## src/hw/tsr_pkg.sv

```systemverilog
/*
  Package of the timer sync-start and simultaneous-rewrite controller:
  channel count, register offsets, reset values and method codes.
  Assumes a 32-bit APB with 12-bit byte addresses.
*/
package tsr_pkg;

  // ----------------------------------------------------------------
  // sizes
  // ----------------------------------------------------------------
  localparam int NCH = 16;
  localparam int DW = 16;
  localparam int AW = 12;
  localparam int IW = 4;

  // ----------------------------------------------------------------
  // register byte offsets
  // ----------------------------------------------------------------
  localparam logic [AW-1:0] OFF_START = 12'h000;
  localparam logic [AW-1:0] OFF_STOP = 12'h004;
  localparam logic [AW-1:0] OFF_ENABLED = 12'h008;
  localparam logic [AW-1:0] OFF_RW_ENABLE = 12'h00C;
  localparam logic [AW-1:0] OFF_RW_SOURCE = 12'h010;
  localparam logic [AW-1:0] OFF_RW_MODE = 12'h014;
  localparam logic [AW-1:0] OFF_RW_TRIG_CHAN = 12'h018;
  localparam logic [AW-1:0] OFF_OUT_LOGIC = 12'h01C;
  localparam logic [AW-1:0] OFF_RELOAD_TRIG = 12'h020;
  localparam logic [AW-1:0] OFF_RELOAD_PEND = 12'h024;
  localparam logic [AW-1:0] OFF_OUT_LOGIC_BUF = 12'h028;
  localparam logic [AW-1:0] OFF_EXT_START_SEL = 12'h02C;
  localparam logic [AW-1:0] OFF_MASTER_SEL = 12'h030;
  // data registers and their buffers: one word per channel
  localparam logic [5:0] PAGE_REGS = 6'h00;
  localparam logic [5:0] PAGE_DATA = 6'h01;
  localparam logic [5:0] PAGE_BUF = 6'h02;
  localparam int PAGE_LSB = 6;
  localparam int IDX_LSB = 2;

  // ----------------------------------------------------------------
  // reset values
  // ----------------------------------------------------------------
  localparam logic [NCH-1:0] RST_BITS = 16'h0000;
  localparam logic [DW-1:0] RST_DATA = 16'h0000;
  localparam logic [31:0] RST_WORD = 32'h0000_0000;

  // rewrite method codes {enable, source, mode}
  localparam logic [2:0] METHOD_A = 3'h4;
  localparam logic [2:0] METHOD_B = 3'h5;
  localparam logic [2:0] METHOD_C1 = 3'h6;

endpackage

```

## src/hw/tsr_data_mem.sv

```systemverilog
/*
  Data registers of all channels: one write port, one registered read
  port for the bus, and every word in parallel for the buffer copy.
  Assumes writes come from the bus slave on the same clock.
*/
module tsr_data_mem
(
  input wire logic pclk,
  input wire logic presetn,
  input wire logic wr_en,
  input wire logic [tsr_pkg::IW-1:0] wr_idx,
  input wire logic [tsr_pkg::DW-1:0] wr_data,
  input wire logic [tsr_pkg::IW-1:0] rd_idx,
  output logic [tsr_pkg::DW-1:0] rd_data,
  output logic [tsr_pkg::NCH-1:0][tsr_pkg::DW-1:0] all_data
);
  import tsr_pkg::*;

  typedef struct packed {
    logic [NCH-1:0][DW-1:0] mem;
    logic [DW-1:0] rd;
  } tsr_mem_type;

  tsr_mem_type state;
  tsr_mem_type next_state;

  // write port and registered read port
  always_comb
  begin
    next_state = state;
    if (wr_en)
    begin
      next_state.mem[wr_idx] = wr_data;
    end
    next_state.rd = state.mem[rd_idx];
  end

  // state register
  always_ff @(posedge pclk or negedge presetn)
  begin
    if (!presetn)
    begin
      state <= '0;
    end
    else
    begin
      state <= next_state;
    end
  end

  assign rd_data = state.rd;
  assign all_data = state.mem;

endmodule

```

## src/hw/tsr_ctrl.sv

```systemverilog
/*
  Start/stop and simultaneous-rewrite controller of a 16-channel timer
  array, with an APB register slave.
  Assumes the counter core reports channel start, down-at-peak and
  channel interrupt events as one-cycle pulses on pclk; the external
  sync start trigger arrives asynchronously.
*/
// Implementation choices: the address map and register access over APB.
// Function
// - a start bit written one sets the channel enabled status
// - start only arms; real start depends on mode or trigger
// - enabled channels across arrays start on the shared trigger; the code starts only those whose ext_sel bit is set
// - data and logic stay writable but act only after a copy
// - code 000 is no rewrite, 100 is method A: master start
// - code 101 is method B: master turns down at its peak
// - code 110 is method C1: interrupt of selected upper channel
// - output logic bit copies with the same trigger as data
// - which function allows which method is software's choice
// - at a channel start data and logic are copied to buffers
// - reload strobe sets the pending flag; strobe reads zero
// - a trigger with no pending flag does nothing
// - a trigger with pending flag copies data into buffers
// - after the rewrite the pending flag clears
// - a trigger-channel bit governs lower channels to the next
// - with no trigger-channel bit set, C1 never rewrites
// - C1 trigger is the upper channel interrupt at zero count
// - new output logic takes effect with the new counter value
module tsr_ctrl
(
  input wire logic pclk,
  input wire logic presetn,
  input wire logic psel,
  input wire logic penable,
  input wire logic pwrite,
  input wire logic [tsr_pkg::AW-1:0] paddr,
  input wire logic [31:0] pwdata,
  output logic [31:0] prdata,
  output logic pready,
  output logic pslverr,
  input wire logic sync_start_trigger_in,
  input wire logic [tsr_pkg::NCH-1:0] chan_count_start,
  input wire logic [tsr_pkg::NCH-1:0] chan_peak_down,
  input wire logic [tsr_pkg::NCH-1:0] chan_interrupt,
  output logic [tsr_pkg::NCH-1:0] chan_count_enabled,
  output logic [tsr_pkg::NCH-1:0] chan_start_pulse,
  output logic [tsr_pkg::NCH-1:0] chan_load_pulse,
  output logic [tsr_pkg::NCH-1:0][tsr_pkg::DW-1:0] chan_buf_data,
  output logic [tsr_pkg::NCH-1:0] chan_buf_logic
);
  import tsr_pkg::*;

  // ----------------------------------------------------------------
  // state
  // ----------------------------------------------------------------
  typedef struct packed {
    logic waiting;
    logic ready;
    logic slverr;
    logic [31:0] rdata;
    logic [NCH-1:0] enabled;
    logic [NCH-1:0] ext_sel;
    logic [NCH-1:0] master;
    logic [NCH-1:0] rw_enable;
    logic [NCH-1:0] rw_source;
    logic [NCH-1:0] rw_mode;
    logic [NCH-1:0] rw_trig_chan;
    logic [NCH-1:0] out_logic;
    logic [NCH-1:0] pending;
    logic [NCH-1:0] start_p;
    logic [NCH-1:0] load_p;
    logic [NCH-1:0] buf_logic;
    logic [NCH-1:0][DW-1:0] buf_data;
    logic sync_ff1;
    logic sync_ff2;
    logic sync_ff3;
  } tsr_state_type;

  tsr_state_type state;
  tsr_state_type next_state;

  logic xfer;
  logic [5:0] page;
  logic [IW-1:0] idx;
  logic mem_wr;
  logic [DW-1:0] mem_rd;
  logic [NCH-1:0][DW-1:0] mem_all;
  logic [NCH-1:0] do_rw;
  logic [NCH-1:0] wr_mask;
  logic sync_edge;

  // ----------------------------------------------------------------
  // bus decode
  // ----------------------------------------------------------------
  assign xfer = psel && penable && state.ready;
  assign page = paddr[AW-1:PAGE_LSB];
  assign idx = paddr[PAGE_LSB-1:IDX_LSB];
  assign mem_wr = xfer && pwrite && (page == PAGE_DATA);
  // external trigger edge, read only from the second and third stage
  assign sync_edge = state.sync_ff2 && !state.sync_ff3;
  // rewrite setup bits (enable, source, mode, trigger channel) of a running channel are held
  assign wr_mask = ~state.enabled;

  tsr_data_mem u_mem
  (
    .pclk(pclk),
    .presetn(presetn),
    .wr_en(mem_wr),
    .wr_idx(idx),
    .wr_data(pwdata[DW-1:0]),
    .rd_idx(idx),
    .rd_data(mem_rd),
    .all_data(mem_all)
  );

  // ----------------------------------------------------------------
  // rewrite trigger per channel
  // ----------------------------------------------------------------
  genvar m;
  generate
    for (m = 0; m < NCH; m++)
    begin : g_chan
      logic [IW-1:0] gm;
      logic fm;
      logic [IW-1:0] gc;
      logic fc;
      logic trig;
      // governing master: nearest master at or above this channel
      always_comb
      begin
        gm = '0;
        fm = 1'b0;
        for (int j = 0; j <= m; j++)
        begin
          if (state.master[j])
          begin
            gm = IW'(j);
            fm = 1'b1;
          end
        end
      end
      // governing upper trigger channel, up to the next one set
      always_comb
      begin
        gc = '0;
        fc = 1'b0;
        for (int j = 0; j < m; j++)
        begin
          if (state.rw_trig_chan[j])
          begin
            gc = IW'(j);
            fc = 1'b1;
          end
        end
      end
      // method decode; function fitness is left to software
      always_comb
      begin
        case ({state.rw_enable[m], state.rw_source[m], state.rw_mode[m]})
          METHOD_A: trig = fm && chan_count_start[gm];
          METHOD_B: trig = fm && chan_peak_down[gm];
          METHOD_C1: trig = fc && chan_interrupt[gc];
          default: trig = 1'b0;
        endcase
      end
      // a trigger acts only with the pending flag set
      assign do_rw[m] = trig && state.pending[m];
    end
  endgenerate

  // ----------------------------------------------------------------
  // next state
  // ----------------------------------------------------------------
  always_comb
  begin
    logic [NCH-1:0] wbits;
    logic [NCH-1:0] start_bits;
    logic [NCH-1:0] stop_bits;
    logic [NCH-1:0] rld_bits;
    logic [NCH-1:0] copy;
    logic [31:0] rv;
    logic hit;
    wbits = pwdata[NCH-1:0];
    start_bits = '0;
    stop_bits = '0;
    rld_bits = '0;
    copy = '0;
    rv = RST_WORD;
    hit = 1'b1;
    next_state = state;
    next_state.sync_ff1 = sync_start_trigger_in;
    next_state.sync_ff2 = state.sync_ff1;
    next_state.sync_ff3 = state.sync_ff2;
    // read value and address check
    case (page)
      PAGE_REGS:
      begin
        case (paddr)
          OFF_START, OFF_STOP, OFF_RELOAD_TRIG: rv = RST_WORD;
          OFF_ENABLED: rv[NCH-1:0] = state.enabled;
          OFF_RW_ENABLE: rv[NCH-1:0] = state.rw_enable;
          OFF_RW_SOURCE: rv[NCH-1:0] = state.rw_source;
          OFF_RW_MODE: rv[NCH-1:0] = state.rw_mode;
          OFF_RW_TRIG_CHAN: rv[NCH-1:0] = state.rw_trig_chan;
          OFF_OUT_LOGIC: rv[NCH-1:0] = state.out_logic;
          OFF_RELOAD_PEND: rv[NCH-1:0] = state.pending;
          OFF_OUT_LOGIC_BUF: rv[NCH-1:0] = state.buf_logic;
          OFF_EXT_START_SEL: rv[NCH-1:0] = state.ext_sel;
          OFF_MASTER_SEL: rv[NCH-1:0] = state.master;
          default: hit = 1'b0;
        endcase
      end
      PAGE_DATA: rv[DW-1:0] = mem_rd;
      PAGE_BUF: rv[DW-1:0] = state.buf_data[idx];
      default: hit = 1'b0;
    endcase
    // apb: one wait cycle, answer in the second access cycle
    next_state.waiting = psel && !penable;
    next_state.ready = state.waiting && psel && penable;
    if (state.waiting)
    begin
      next_state.rdata = pwrite ? RST_WORD : rv;
      next_state.slverr = !hit;
    end
    if (xfer)
    begin
      next_state.rdata = RST_WORD;
      next_state.slverr = 1'b0;
    end
    // register writes at the completing edge
    if (xfer && pwrite && hit)
    begin
      case (paddr)
        OFF_START: start_bits = wbits;
        OFF_STOP: stop_bits = wbits;
        OFF_RELOAD_TRIG: rld_bits = wbits;
        OFF_RW_ENABLE: next_state.rw_enable =
          (state.rw_enable & ~wr_mask) | (wbits & wr_mask);
        OFF_RW_SOURCE: next_state.rw_source =
          (state.rw_source & ~wr_mask) | (wbits & wr_mask);
        OFF_RW_MODE: next_state.rw_mode =
          (state.rw_mode & ~wr_mask) | (wbits & wr_mask);
        OFF_RW_TRIG_CHAN: next_state.rw_trig_chan =
          (state.rw_trig_chan & ~wr_mask) | (wbits & wr_mask);
        OFF_OUT_LOGIC: next_state.out_logic = wbits;
        OFF_EXT_START_SEL: next_state.ext_sel = wbits;
        OFF_MASTER_SEL: next_state.master = wbits;
        default: rv = RST_WORD;
      endcase
    end
    // enable status; one write covers the whole group
    next_state.enabled = (state.enabled | start_bits) & ~stop_bits;
    // actual start: at once, or on the shared trigger
    next_state.start_p = (start_bits & ~state.ext_sel & ~stop_bits) |
      (sync_edge ? (state.enabled & state.ext_sel & ~stop_bits) : RST_BITS);
    // pending flag: the strobe wins over the clear
    next_state.pending = (state.pending & ~do_rw) | rld_bits;
    // buffer copy at start or at a rewrite, all in one edge
    copy = next_state.start_p | do_rw;
    for (int k = 0; k < NCH; k++)
    begin
      if (copy[k])
      begin
        next_state.buf_data[k] = mem_all[k];
        next_state.buf_logic[k] = state.out_logic[k];
      end
    end
    next_state.load_p = copy;
  end

  // state register
  always_ff @(posedge pclk or negedge presetn)
  begin
    if (!presetn)
    begin
      state <= '0;
    end
    else
    begin
      state <= next_state;
    end
  end

  assign prdata = state.rdata;
  assign pready = state.ready;
  assign pslverr = state.slverr;
  assign chan_count_enabled = state.enabled;
  assign chan_start_pulse = state.start_p;
  assign chan_load_pulse = state.load_p;
  assign chan_buf_data = state.buf_data;
  assign chan_buf_logic = state.buf_logic;

  // ----------------------------------------------------------------
  // checks
  // ----------------------------------------------------------------
  strobe_reads_zero_a: assert property (
    @(posedge pclk) disable iff (!presetn)
    (pready && !pwrite && paddr == OFF_START) |-> prdata == RST_WORD)
    else $error("start strobe read not zero");
  start_sets_en_a: assert property (
    @(posedge pclk) disable iff (!presetn)
    (xfer && pwrite && paddr == OFF_START)
    |=> (chan_count_enabled & $past(pwdata[NCH-1:0])) ==
        $past(pwdata[NCH-1:0]))
    else $error("start bit did not enable channel");
  strobe_sets_flag_a: assert property (
    @(posedge pclk) disable iff (!presetn)
    (xfer && pwrite && paddr == OFF_RELOAD_TRIG && pwdata[0])
    |=> state.pending[0])
    else $error("reload strobe did not set pending");
  rewrite_clears_a: assert property (
    @(posedge pclk) disable iff (!presetn)
    (do_rw[0] && !(xfer && pwrite && paddr == OFF_RELOAD_TRIG))
    |=> !state.pending[0] && chan_load_pulse[0])
    else $error("rewrite left pending set");
  no_pend_hold_a: assert property (
    @(posedge pclk) disable iff (!presetn)
    (!state.pending[0] && !(sync_edge && state.ext_sel[0]) &&
     !(xfer && pwrite && paddr == OFF_START && pwdata[0]))
    |=> !chan_load_pulse[0])
    else $error("rewrite without pending flag");
  buf_copy_a: assert property (
    @(posedge pclk) disable iff (!presetn)
    do_rw[1] |=> chan_buf_data[1] == $past(mem_all[1]))
    else $error("buffer not copied on rewrite");
  c1_none_a: assert property (
    @(posedge pclk) disable iff (!presetn)
    (state.rw_trig_chan == RST_BITS && state.rw_source == ~RST_BITS)
    |-> do_rw == RST_BITS)
    else $error("rewrite with no trigger channel");
  buf_isolated_a: assert property (
    @(posedge pclk) disable iff (!presetn)
    !next_state.load_p[2] |=> $stable(chan_buf_data[2]))
    else $error("buffer changed without copy");
  ext_start_a: assert property (
    @(posedge pclk) disable iff (!presetn)
    (sync_edge && state.enabled[5] && state.ext_sel[5] &&
     !(xfer && pwrite && paddr == OFF_STOP))
    |=> chan_start_pulse[5] ##1 !chan_start_pulse[5] || sync_edge)
    else $error("external trigger did not start channel");

endmodule

```

## config.mk

```make
export PLATFORM = sky130hd
export DESIGN_NAME = tsr_ctrl
export DESIGN_NICKNAME = d
export VERILOG_FILES = /design/src/hw/tsr_pkg.sv /design/src/hw/tsr_data_mem.sv /design/src/hw/tsr_ctrl.sv
export SDC_FILE = /design/constraint.sdc
export NUM_CORES = 1
export LEC_CHECK = 0
export BUFFER_PORTS_ARGS = -buffer_cell sky130_fd_sc_hd__buf_4
export CAP_MARGIN = 10
export CORE_MARGIN = 3
export CORE_UTILIZATION = 50
export CTS_CLUSTER_DIAMETER = 60
export DETAILED_ROUTE_END_ITERATION = 12
export GPL_TIMING_DRIVEN = 1
export PLACE_DENSITY = 0.76
export SKIP_LAST_GASP = 1
export SLEW_MARGIN = 20
export SYNTH_ARGS = -nofsm -noshare
export SYNTH_HDL_FRONTEND = slang
export SYNTH_SLANG_ARGS = --single-unit
```

## constraint.sdc

```tcl
create_clock -name pclk -period 3.8 [get_ports pclk]
set_clock_uncertainty 0.2 [all_clocks]
set_input_delay 0.38 -clock pclk [delete_from_list [all_inputs] [get_ports pclk]]
set_output_delay 0.38 -clock pclk [all_outputs]
set_load 0.01 [all_outputs]
```

==> reports/metrics.csv, run 1 <==
stage,metric,value,unit
status,status,"complete, no violations",
drt,drtIter0Drc,3331,
synthesis,syn_area_per_cell,12.4,sq um
place,hpwlAfterDp,98100,microns
global_routing,grt_pass1_wl,199000,microns
cts,root_buffer,clkbuf_16,
synthesis,synth_top_area_share,0.467,
final_layout,fin_area,46300,sq um
synthesis,synth_ff_type,dfrtp_1,
synthesis,synth-xor-area-share,0,
drt,detail-route-antenna-nets,0,
final_layout,layout.cells.non_filler,4527,
sta,min_period_over_period,0.978,
worst_setup_path,end_kind,flip-flop,
cts,numCtsBuffers,78,
place,dp_cells,4355,
synthesis,ys_seq_area_frac,0.467,
drt,avgRoutedWirePerCell,29.9,microns
power_and_ir_drop,ir_drop,314,uV
floorplanning,dieArea,83000,sq um
sta,fmax,0.269,GHz
power_and_ir_drop,p_per_area,362,nW/um^2
power_and_ir_drop,fin_total_pwr,16.8,mW
drt,dr.pass1.iters,7,
floorplanning,pin_count,452,
global_routing,grt_start_max_net_pins,103,
place,port_buffers,419,
global_routing,antenna_found_initial,3,
min_path,hold_path_depth,0,
cts,clkSinkCount,742,
synthesis,synth_compound_area_frac,0.0927,
drt,via_per_inst,6.42,
floorplanning,dieWidth,288,microns
synthesis,synth_top_area_cell,dfrtp_1,
synthesis,synth.cell_area,39800,sq um
synthesis,synth_area_leaders,"dfrtp_1 47%, mux2_2 16%, mux4_2 9.2%, buf_4 6.8%, nand2_1 1.3%",
worst_setup_path,cp.arrival,4020,ps
final_layout,drive_above_1_share,0.473,
worst_setup_path,rr_endpoint,chan_buf_data[180],
drt,drc,0,
sta,hold_violations,0,
sta,finalSetupViolCount,0,
synthesis,syn_inst,3196,
sta,setup-tns-final,0,ps
final_layout,nFillCells,6217,
worst_setup_path,path_max_fanout,17,
synthesis,synthArstFlopShare,1.00,
drt,dr_wl_met3,14700,microns
min_path,min_to,next_state[0],
sta,worst_pin_slew,1010,ps
worst_setup_path,ff2ff_setup_slack,80,ps
drt,met2_length,62300,microns
worst_setup_path,crit_type,reg2reg,
synthesis,synth_fa_ha_area_frac,0,
cts,clk_pin_slew,60,ps
sta,min_period,3720,ps
power_and_ir_drop,p_leak,22.8,nW
global_routing,grt_pass1_vias,29500,
worst_setup_path,cp_data_required_time,4100,ps
min_path,holdCritStartpoint,next_state[1],
place,dpl_cell_area,43100,sq um
cts,cts_buffer_depth,3,
place,gp_congestion,1.01,
sta,rsz0062_at_grt,true,
worst_setup_path,startpoint_type,flip-flop,
synthesis,yosysWarningCount,0,
final_layout,nNetsFinal,3518,
drt,vias,29100,
cts,clock_latency,620,ps
global_routing,grt-ovfl-total,0,
min_path,hold_class,reg2reg,
cts,cts_tree,done,
drt,highest_layer,met5,
place,dp_slack,-330,ps
final_layout,syn_to_final_growth,16.4,%
drt,wl,136000,microns
cts,ctsHtreeMaxLevel,3,
drt,met1Wirelength,51800,microns
floorplanning,die_h,288,microns
synthesis,synth.area.mux_share,0.285,
synthesis,synthSimpleGateAreaFrac,0.0599,
sta,final.setup.worst_slack,82.3,ps
worst_setup_path,r2r-start,state[407],
worst_setup_path,reg2reg_depth,14,
synthesis,synth_top_family_by_area,multiplexers,
global_routing,gr-usage-all-layers,0.323,
synthesis,ys_types,100,
floorplanning,initial_core_util,0.509,
sta,max-slew-margin-rel,0.324,
run,maxCapViolations,0,
synthesis,ys_ff_latch,742,
sta,drv_slew,0,
floorplanning,core,78100,sq um
floorplanning,std_cell_rows,102,
synthesis,synth_edf_count,0,
cell families after synthesis:
family | count (synthesis)
and+or+nand+nor | 493
muxes | 842
buffers and inverters | 620
AOI/OAI and AO/OA | 498
DFF | 742
other | 1
worst max path at each step:
stage                from                  to  slack, ps  cells after the start
3_5_place_dp    flip-flop  chan_buf_logic[14]       -330                     11
6_report       state[407]  chan_buf_data[180]         80                     14
5_1_grt        state[407]  chan_buf_data[212]        -60                     13
4_1_cts         flip-flop  chan_buf_logic[14]        -20                     12
2_1_floorplan  state[405]  chan_buf_data[214]        330                     13
3_3_place_gp    flip-flop  chan_buf_logic[14]       -310                     11
cell usage in the layout (no fill, tap or decap), types with 13 or more instances in the layout:
cell type	netlist	final
a22oi_1	23	23
mux2_4	18	18
a22o_1	21	21
nand4_1	16	16
a221oi_1	37	37
a21o_1	27	27
clkbuf_1	141	13
dfrtp_1	742	738
o22ai_1	21	21
nor3_1	27	23
mux2i_1	40	40
clkbuf_16	0	84
a222oi_1	16	16
mux2_1	44	44
o211ai_1	25	25
dlygate4sd3_1	0	21
conb_1	1	16
inv_1	56	56
buf_12	1	37
a211oi_1	31	30
a21oi_1	71	68
mux2_2	577	577
a31oi_1	26	24
nand3_1	61	61
buf_4	358	629
nand2_1	143	142
nor2_1	140	134
mux4_2	163	163
o21ai_0	63	63
clkinv_2	0	17
flip-flops by register name, summed over array words and instances, names as in the netlist, named ones only:
| register | flops |
|---|---|
| chan_buf_data | 256 |
| u_mem.all_data | 256 |
| state | 66 |
| chan_buf_logic | 16 |
| chan_count_enabled | 16 |
| chan_load_pulse | 16 |
| chan_start_pulse | 16 |
| prdata | 16 |
| u_mem.rd_data | 16 |
| next_state | 2 |
| pready | 1 |
| pslverr | 1 |
critical path: stages, from the launching register on:
cell	delay, ps
dfrtp_1	390
buf_4	160
or2_1	300
o21ai_2	200
buf_6	190
buf_4	140
o311ai_1	120
a21oi_1	310
nor4_1	100
a2111oi_1	350
buf_4	200
o211ai_1	110
nand2b_1	200
buf_12	220
mux2_2	370
stage by stage:
| step | hold slack [ps] | util |
|---|---|---|
| floorplan | -116 | - |
| global placement | 139 | 0.552 |
| detailed placement | 135 | 0.552 |
| CTS | 121 | 0.590 |
| global route | 169 | 0.593 |
| finish | 147 | 0.593 |
what timing repair did:
item,4_1_cts,5_1_grt
setup endpoints to repair,51,135
pin swaps,0,6
hold endpoints to repair,113,0
cloned,0,1
buffers inserted,0,3
hold buffers,21,0
resized for setup,4,41
layout make-up:
class                      instances  area (sq um)  area share
tap                             1040          1300      0.0281
multi-input combinational       1849         17700       0.383
antenna                            2          5.00    0.000108
inverter                          57           214     0.00462
sequential                       742         18600       0.401
timing repair buffer             692          5750       0.124
clock inverter                    37           448     0.00967
clock buffer                     108          2290      0.0495
synth_stat cells (all sizes together) (8+ instances only):
cell,count
a211oi,32
nand4,16
nor3,33
o32ai,9
mux2i,40
inv,57
dfrtp,742
nand2,144
nor2,141
mux4,163
mux2,639
a21oi,82
nand2b,13
a22oi,23
nor3b,8
a21o,27
nor4,13
a222oi,16
a22o,21
buf,421
o22ai,22
a31oi,29
o211ai,27
a211o,12
nand3,62
o21ai,75
nor2b,15
a221oi,39
nand3b,8
clkbuf,142
and3,11
power breakdown:
group	internal [mW]	switching, mW
registers	7.91	0.00452
clock network	4.80	3.29
logic	0.237	0.532
total	12.9	3.83
per-layer routing:
| layer | GRT usage | up-vias |
|---|---|---|
| met4 | 0.146 | 2 |
| met5 | 0 | - |
| li1 | - | 12000 |
| met2 | 0.502 | 1783 |
| met3 | 0.0832 | 373 |
| met1 | 0.428 | 14900 |
No activity file was read; power rests on OpenSTA's default activity.
==> inputs of run 2 (changes only) <==
--- a/config.mk
+++ b/config.mk
@@ -13,8 +13,8 @@
 export DETAILED_ROUTE_END_ITERATION = 12
 export GPL_TIMING_DRIVEN = 1
 export PLACE_DENSITY = 0.76
+export RECOVER_POWER = 100
 export SKIP_LAST_GASP = 1
-export SLEW_MARGIN = 20
 export SYNTH_ARGS = -nofsm -noshare
 export SYNTH_HDL_FRONTEND = slang
 export SYNTH_SLANG_ARGS = --single-unit
==> run 2 against run 1 <==
Effect of this change: the flow now finishes with violations (max-capacitance violations, max-slew violations); clock-buffer cell count unchanged; first-iteration DRC count down 4.0%; setup slack worse by 20 ps; register-to-register slack worse by 20 ps; design area down 3.5%; cell count unchanged; sequential cell count unchanged; sequential share of layout area up 1.5 points; total power down 0.10%; clock power about the same; largest cell class unchanged; largest power group unchanged.
==> reports/metrics.csv, run 2 (synthesis results as in run 1) <==
stage,metric,value,unit
cts,clock_latency,620,ps
worst_setup_path,cp.arrival,4040,ps
cts,ctsHtreeMaxLevel,3,
floorplanning,core,78100,sq um
status,violations,"max-capacitance violations, max-slew violations",
place,dp_cells,4355,
power_and_ir_drop,swShare,0.228,
final_layout,syn_to_final_growth,12.3,%
power_and_ir_drop,switchingPower,3.82,mW
sta,drv_slew,169,
worst_setup_path,crit_top_cell,buf_4,
global_routing,grt-ovfl-total,0,
final_layout,nNetsFinal,3518,
sta,whs,147,ps
global_routing,gr-usage-all-layers,0.323,
place,gp_congestion,1.01,
power_and_ir_drop,p_leak,21.2,nW
min_path,min_to,next_state[0],
drt,avgRoutedWirePerCell,29.9,microns
final_layout,drive_above_1_share,0.364,
sta,rsz0062_at_grt,true,
global_routing,antenna_found_initial,3,
cts,cts_tree,done,
global_routing,grt_pass1_wl,199000,microns
global_routing,grt_start_max_net_pins,103,
floorplanning,dieWidth,288,microns
place,hpwlAfterDp,98100,microns
power_and_ir_drop,pwr-share-clk,0.482,
run,maxCapViolations,3,
power_and_ir_drop,ir_drop,314,uV
sta,min_period,3740,ps
floorplanning,pin_count,452,
worst_setup_path,cp_data_required_time,4100,ps
sta,fmax,0.268,GHz
sta,finalSetupViolCount,0,
power_and_ir_drop,power_frac_comb,0.045,
power_and_ir_drop,fin_total_pwr,16.7,mW
worst_setup_path,ff2ff_setup_slack,60,ps
worst_setup_path,path_cells,buf_4 > or2_1 > o21ai_2 > buf_6 > buf_4 > o311ai_1 > a21oi_1 > nor4_1 > a2111oi_1 > buf_4 > o211ai_1 > nand2b_1 > buf_12 > mux2_2,
worst_setup_path,end_kind,flip-flop,
worst_setup_path,reg2reg_depth,14,
cts,clkSinkCount,742,
min_path,hold_class,reg2reg,
status,status,finished with violations,
drt,drc,0,
drt,drtIter0Drc,3199,
global_routing,grt_pass1_vias,29500,
place,port_buffers,419,
worst_setup_path,cpMaxStageDelayCell,dfrtp_1,
sta,final.setup.worst_slack,62.7,ps
floorplanning,initial_core_util,0.509,
worst_setup_path,r2r-start,state[407],
min_path,holdCritStartpoint,next_state[1],
worst_setup_path,crit_type,reg2reg,
sta,hold_violations,0,
worst_setup_path,path_max_fanout,17,
cts,cts_buffer_depth,3,
drt,vias,29200,
sta,max-slew-margin-rel,-0.904,
cts,clk_pin_slew,60,ps
floorplanning,die_h,288,microns
final_layout,layout.cells.non_filler,4527,
worst_setup_path,max_stage_delay,390,ps
floorplanning,std_cell_rows,102,
drt,via_per_inst,6.45,
final_layout,final_common_cell,dfrtp_1,
worst_setup_path,cp_num_buf_inv,5,
sta,setup-tns-final,0,ps
min_path,hold_path_depth,0,
cts,root_buffer,clkbuf_16,
place,dp_slack,-330,ps
final_layout,layout_common_cells,"738 x dfrtp_1, 575 x mux2_2, 383 x clkbuf_1",
floorplanning,dieArea,83000,sq um
sta,min_period_over_period,0.983,
power_and_ir_drop,pwr-share-seq,0.472,
cts,numCtsBuffers,78,
sta,worst_pin_slew,2860,ps
drt,dr.pass1.iters,8,
drt,wl,135000,microns
worst_setup_path,cp_top_family,compound AO/OA/AOI/OAI gates,
drt,detail-route-antenna-nets,0,
worst_setup_path,startpoint_type,flip-flop,
worst_setup_path,rr_endpoint,chan_buf_data[180],
power_and_ir_drop,p_per_area,375,nW/um^2
power_and_ir_drop,internal_power,12.9,mW
==> run 2: cell types whose count changed in the layout (fill, tap and decap cells not counted), sizes merged <==
cell	change
clkbuf	+396
buf	-396
==> run 2: metal layers <==
layer  GRT usage  vias up  wire, microns
met5           0        -             13
met2       0.502     1798          62000
met4       0.146        2           7080
met1       0.428    15000          51700
met3      0.0832      403          14700
li1            -    12000              -
==> run 2: repair_timing <==
item	CTS	global route
hold buffers	21	0
hold endpoints to repair	113	0
setup endpoints to repair	51	135
gates resized for setup	4	41
setup buffers	0	3
pin swaps	0	6
gates cloned	0	1
==> run 2: how the worst max path moves through the flow <==
| stage | end | depth (start not counted) | startpoint |
|---|---|---|---|
| global route | chan_buf_data[212] | 13 | state[407] |
| CTS | chan_buf_logic[14] | 12 | flip-flop |
| global placement | chan_buf_logic[14] | 11 | flip-flop |
| detailed placement | chan_buf_logic[14] | 11 | flip-flop |
| finish | chan_buf_data[180] | 14 | state[407] |
| floorplan | chan_buf_data[214] | 13 | state[405] |
==> run 2: through the flow <==
| step | cell area, sq um | utilization |
|---|---|---|
| 2_1_floorplan | 39800 | - |
| 3_3_place_gp | 43100 | 0.552 |
| 3_5_place_dp | 43100 | 0.552 |
| 4_1_cts | 46100 | 0.590 |
| 5_1_grt | 44700 | 0.572 |
| 6_report | 44700 | 0.572 |
==> run 2: final cells by class <==
type | count | area, sq um
fill | 6623 | 33400
tap | 1040 | 1300
clock inverter | 37 | 448
multi-input combinational | 1849 | 17700
antenna | 2 | 5.00
inverter | 57 | 214
timing repair buffer | 692 | 4160
sequential | 742 | 18600
clock buffer | 108 | 2290
==> run 2: worst reg2reg max path, stage by stage (launching register included) <==
cell and delay, ps:
dfrtp_1 390, buf_4 160, or2_1 300, o21ai_2 200
buf_6 190, buf_4 140, o311ai_1 120, a21oi_1 320
nor4_1 100, a2111oi_1 350, buf_4 210, o211ai_1 110
nand2b_1 200, buf_12 220, mux2_2 410
==> run 2: power by group through the flow <==
stage	registers [mW]	clock network [mW]	logic [mW]
global placement	8.05	0	0.739
floorplan	8.06	0	0.311
finish	7.91	8.08	0.761
global route	7.90	8.50	0.817
detailed placement	8.05	0	0.740
CTS	7.91	8.18	0.762
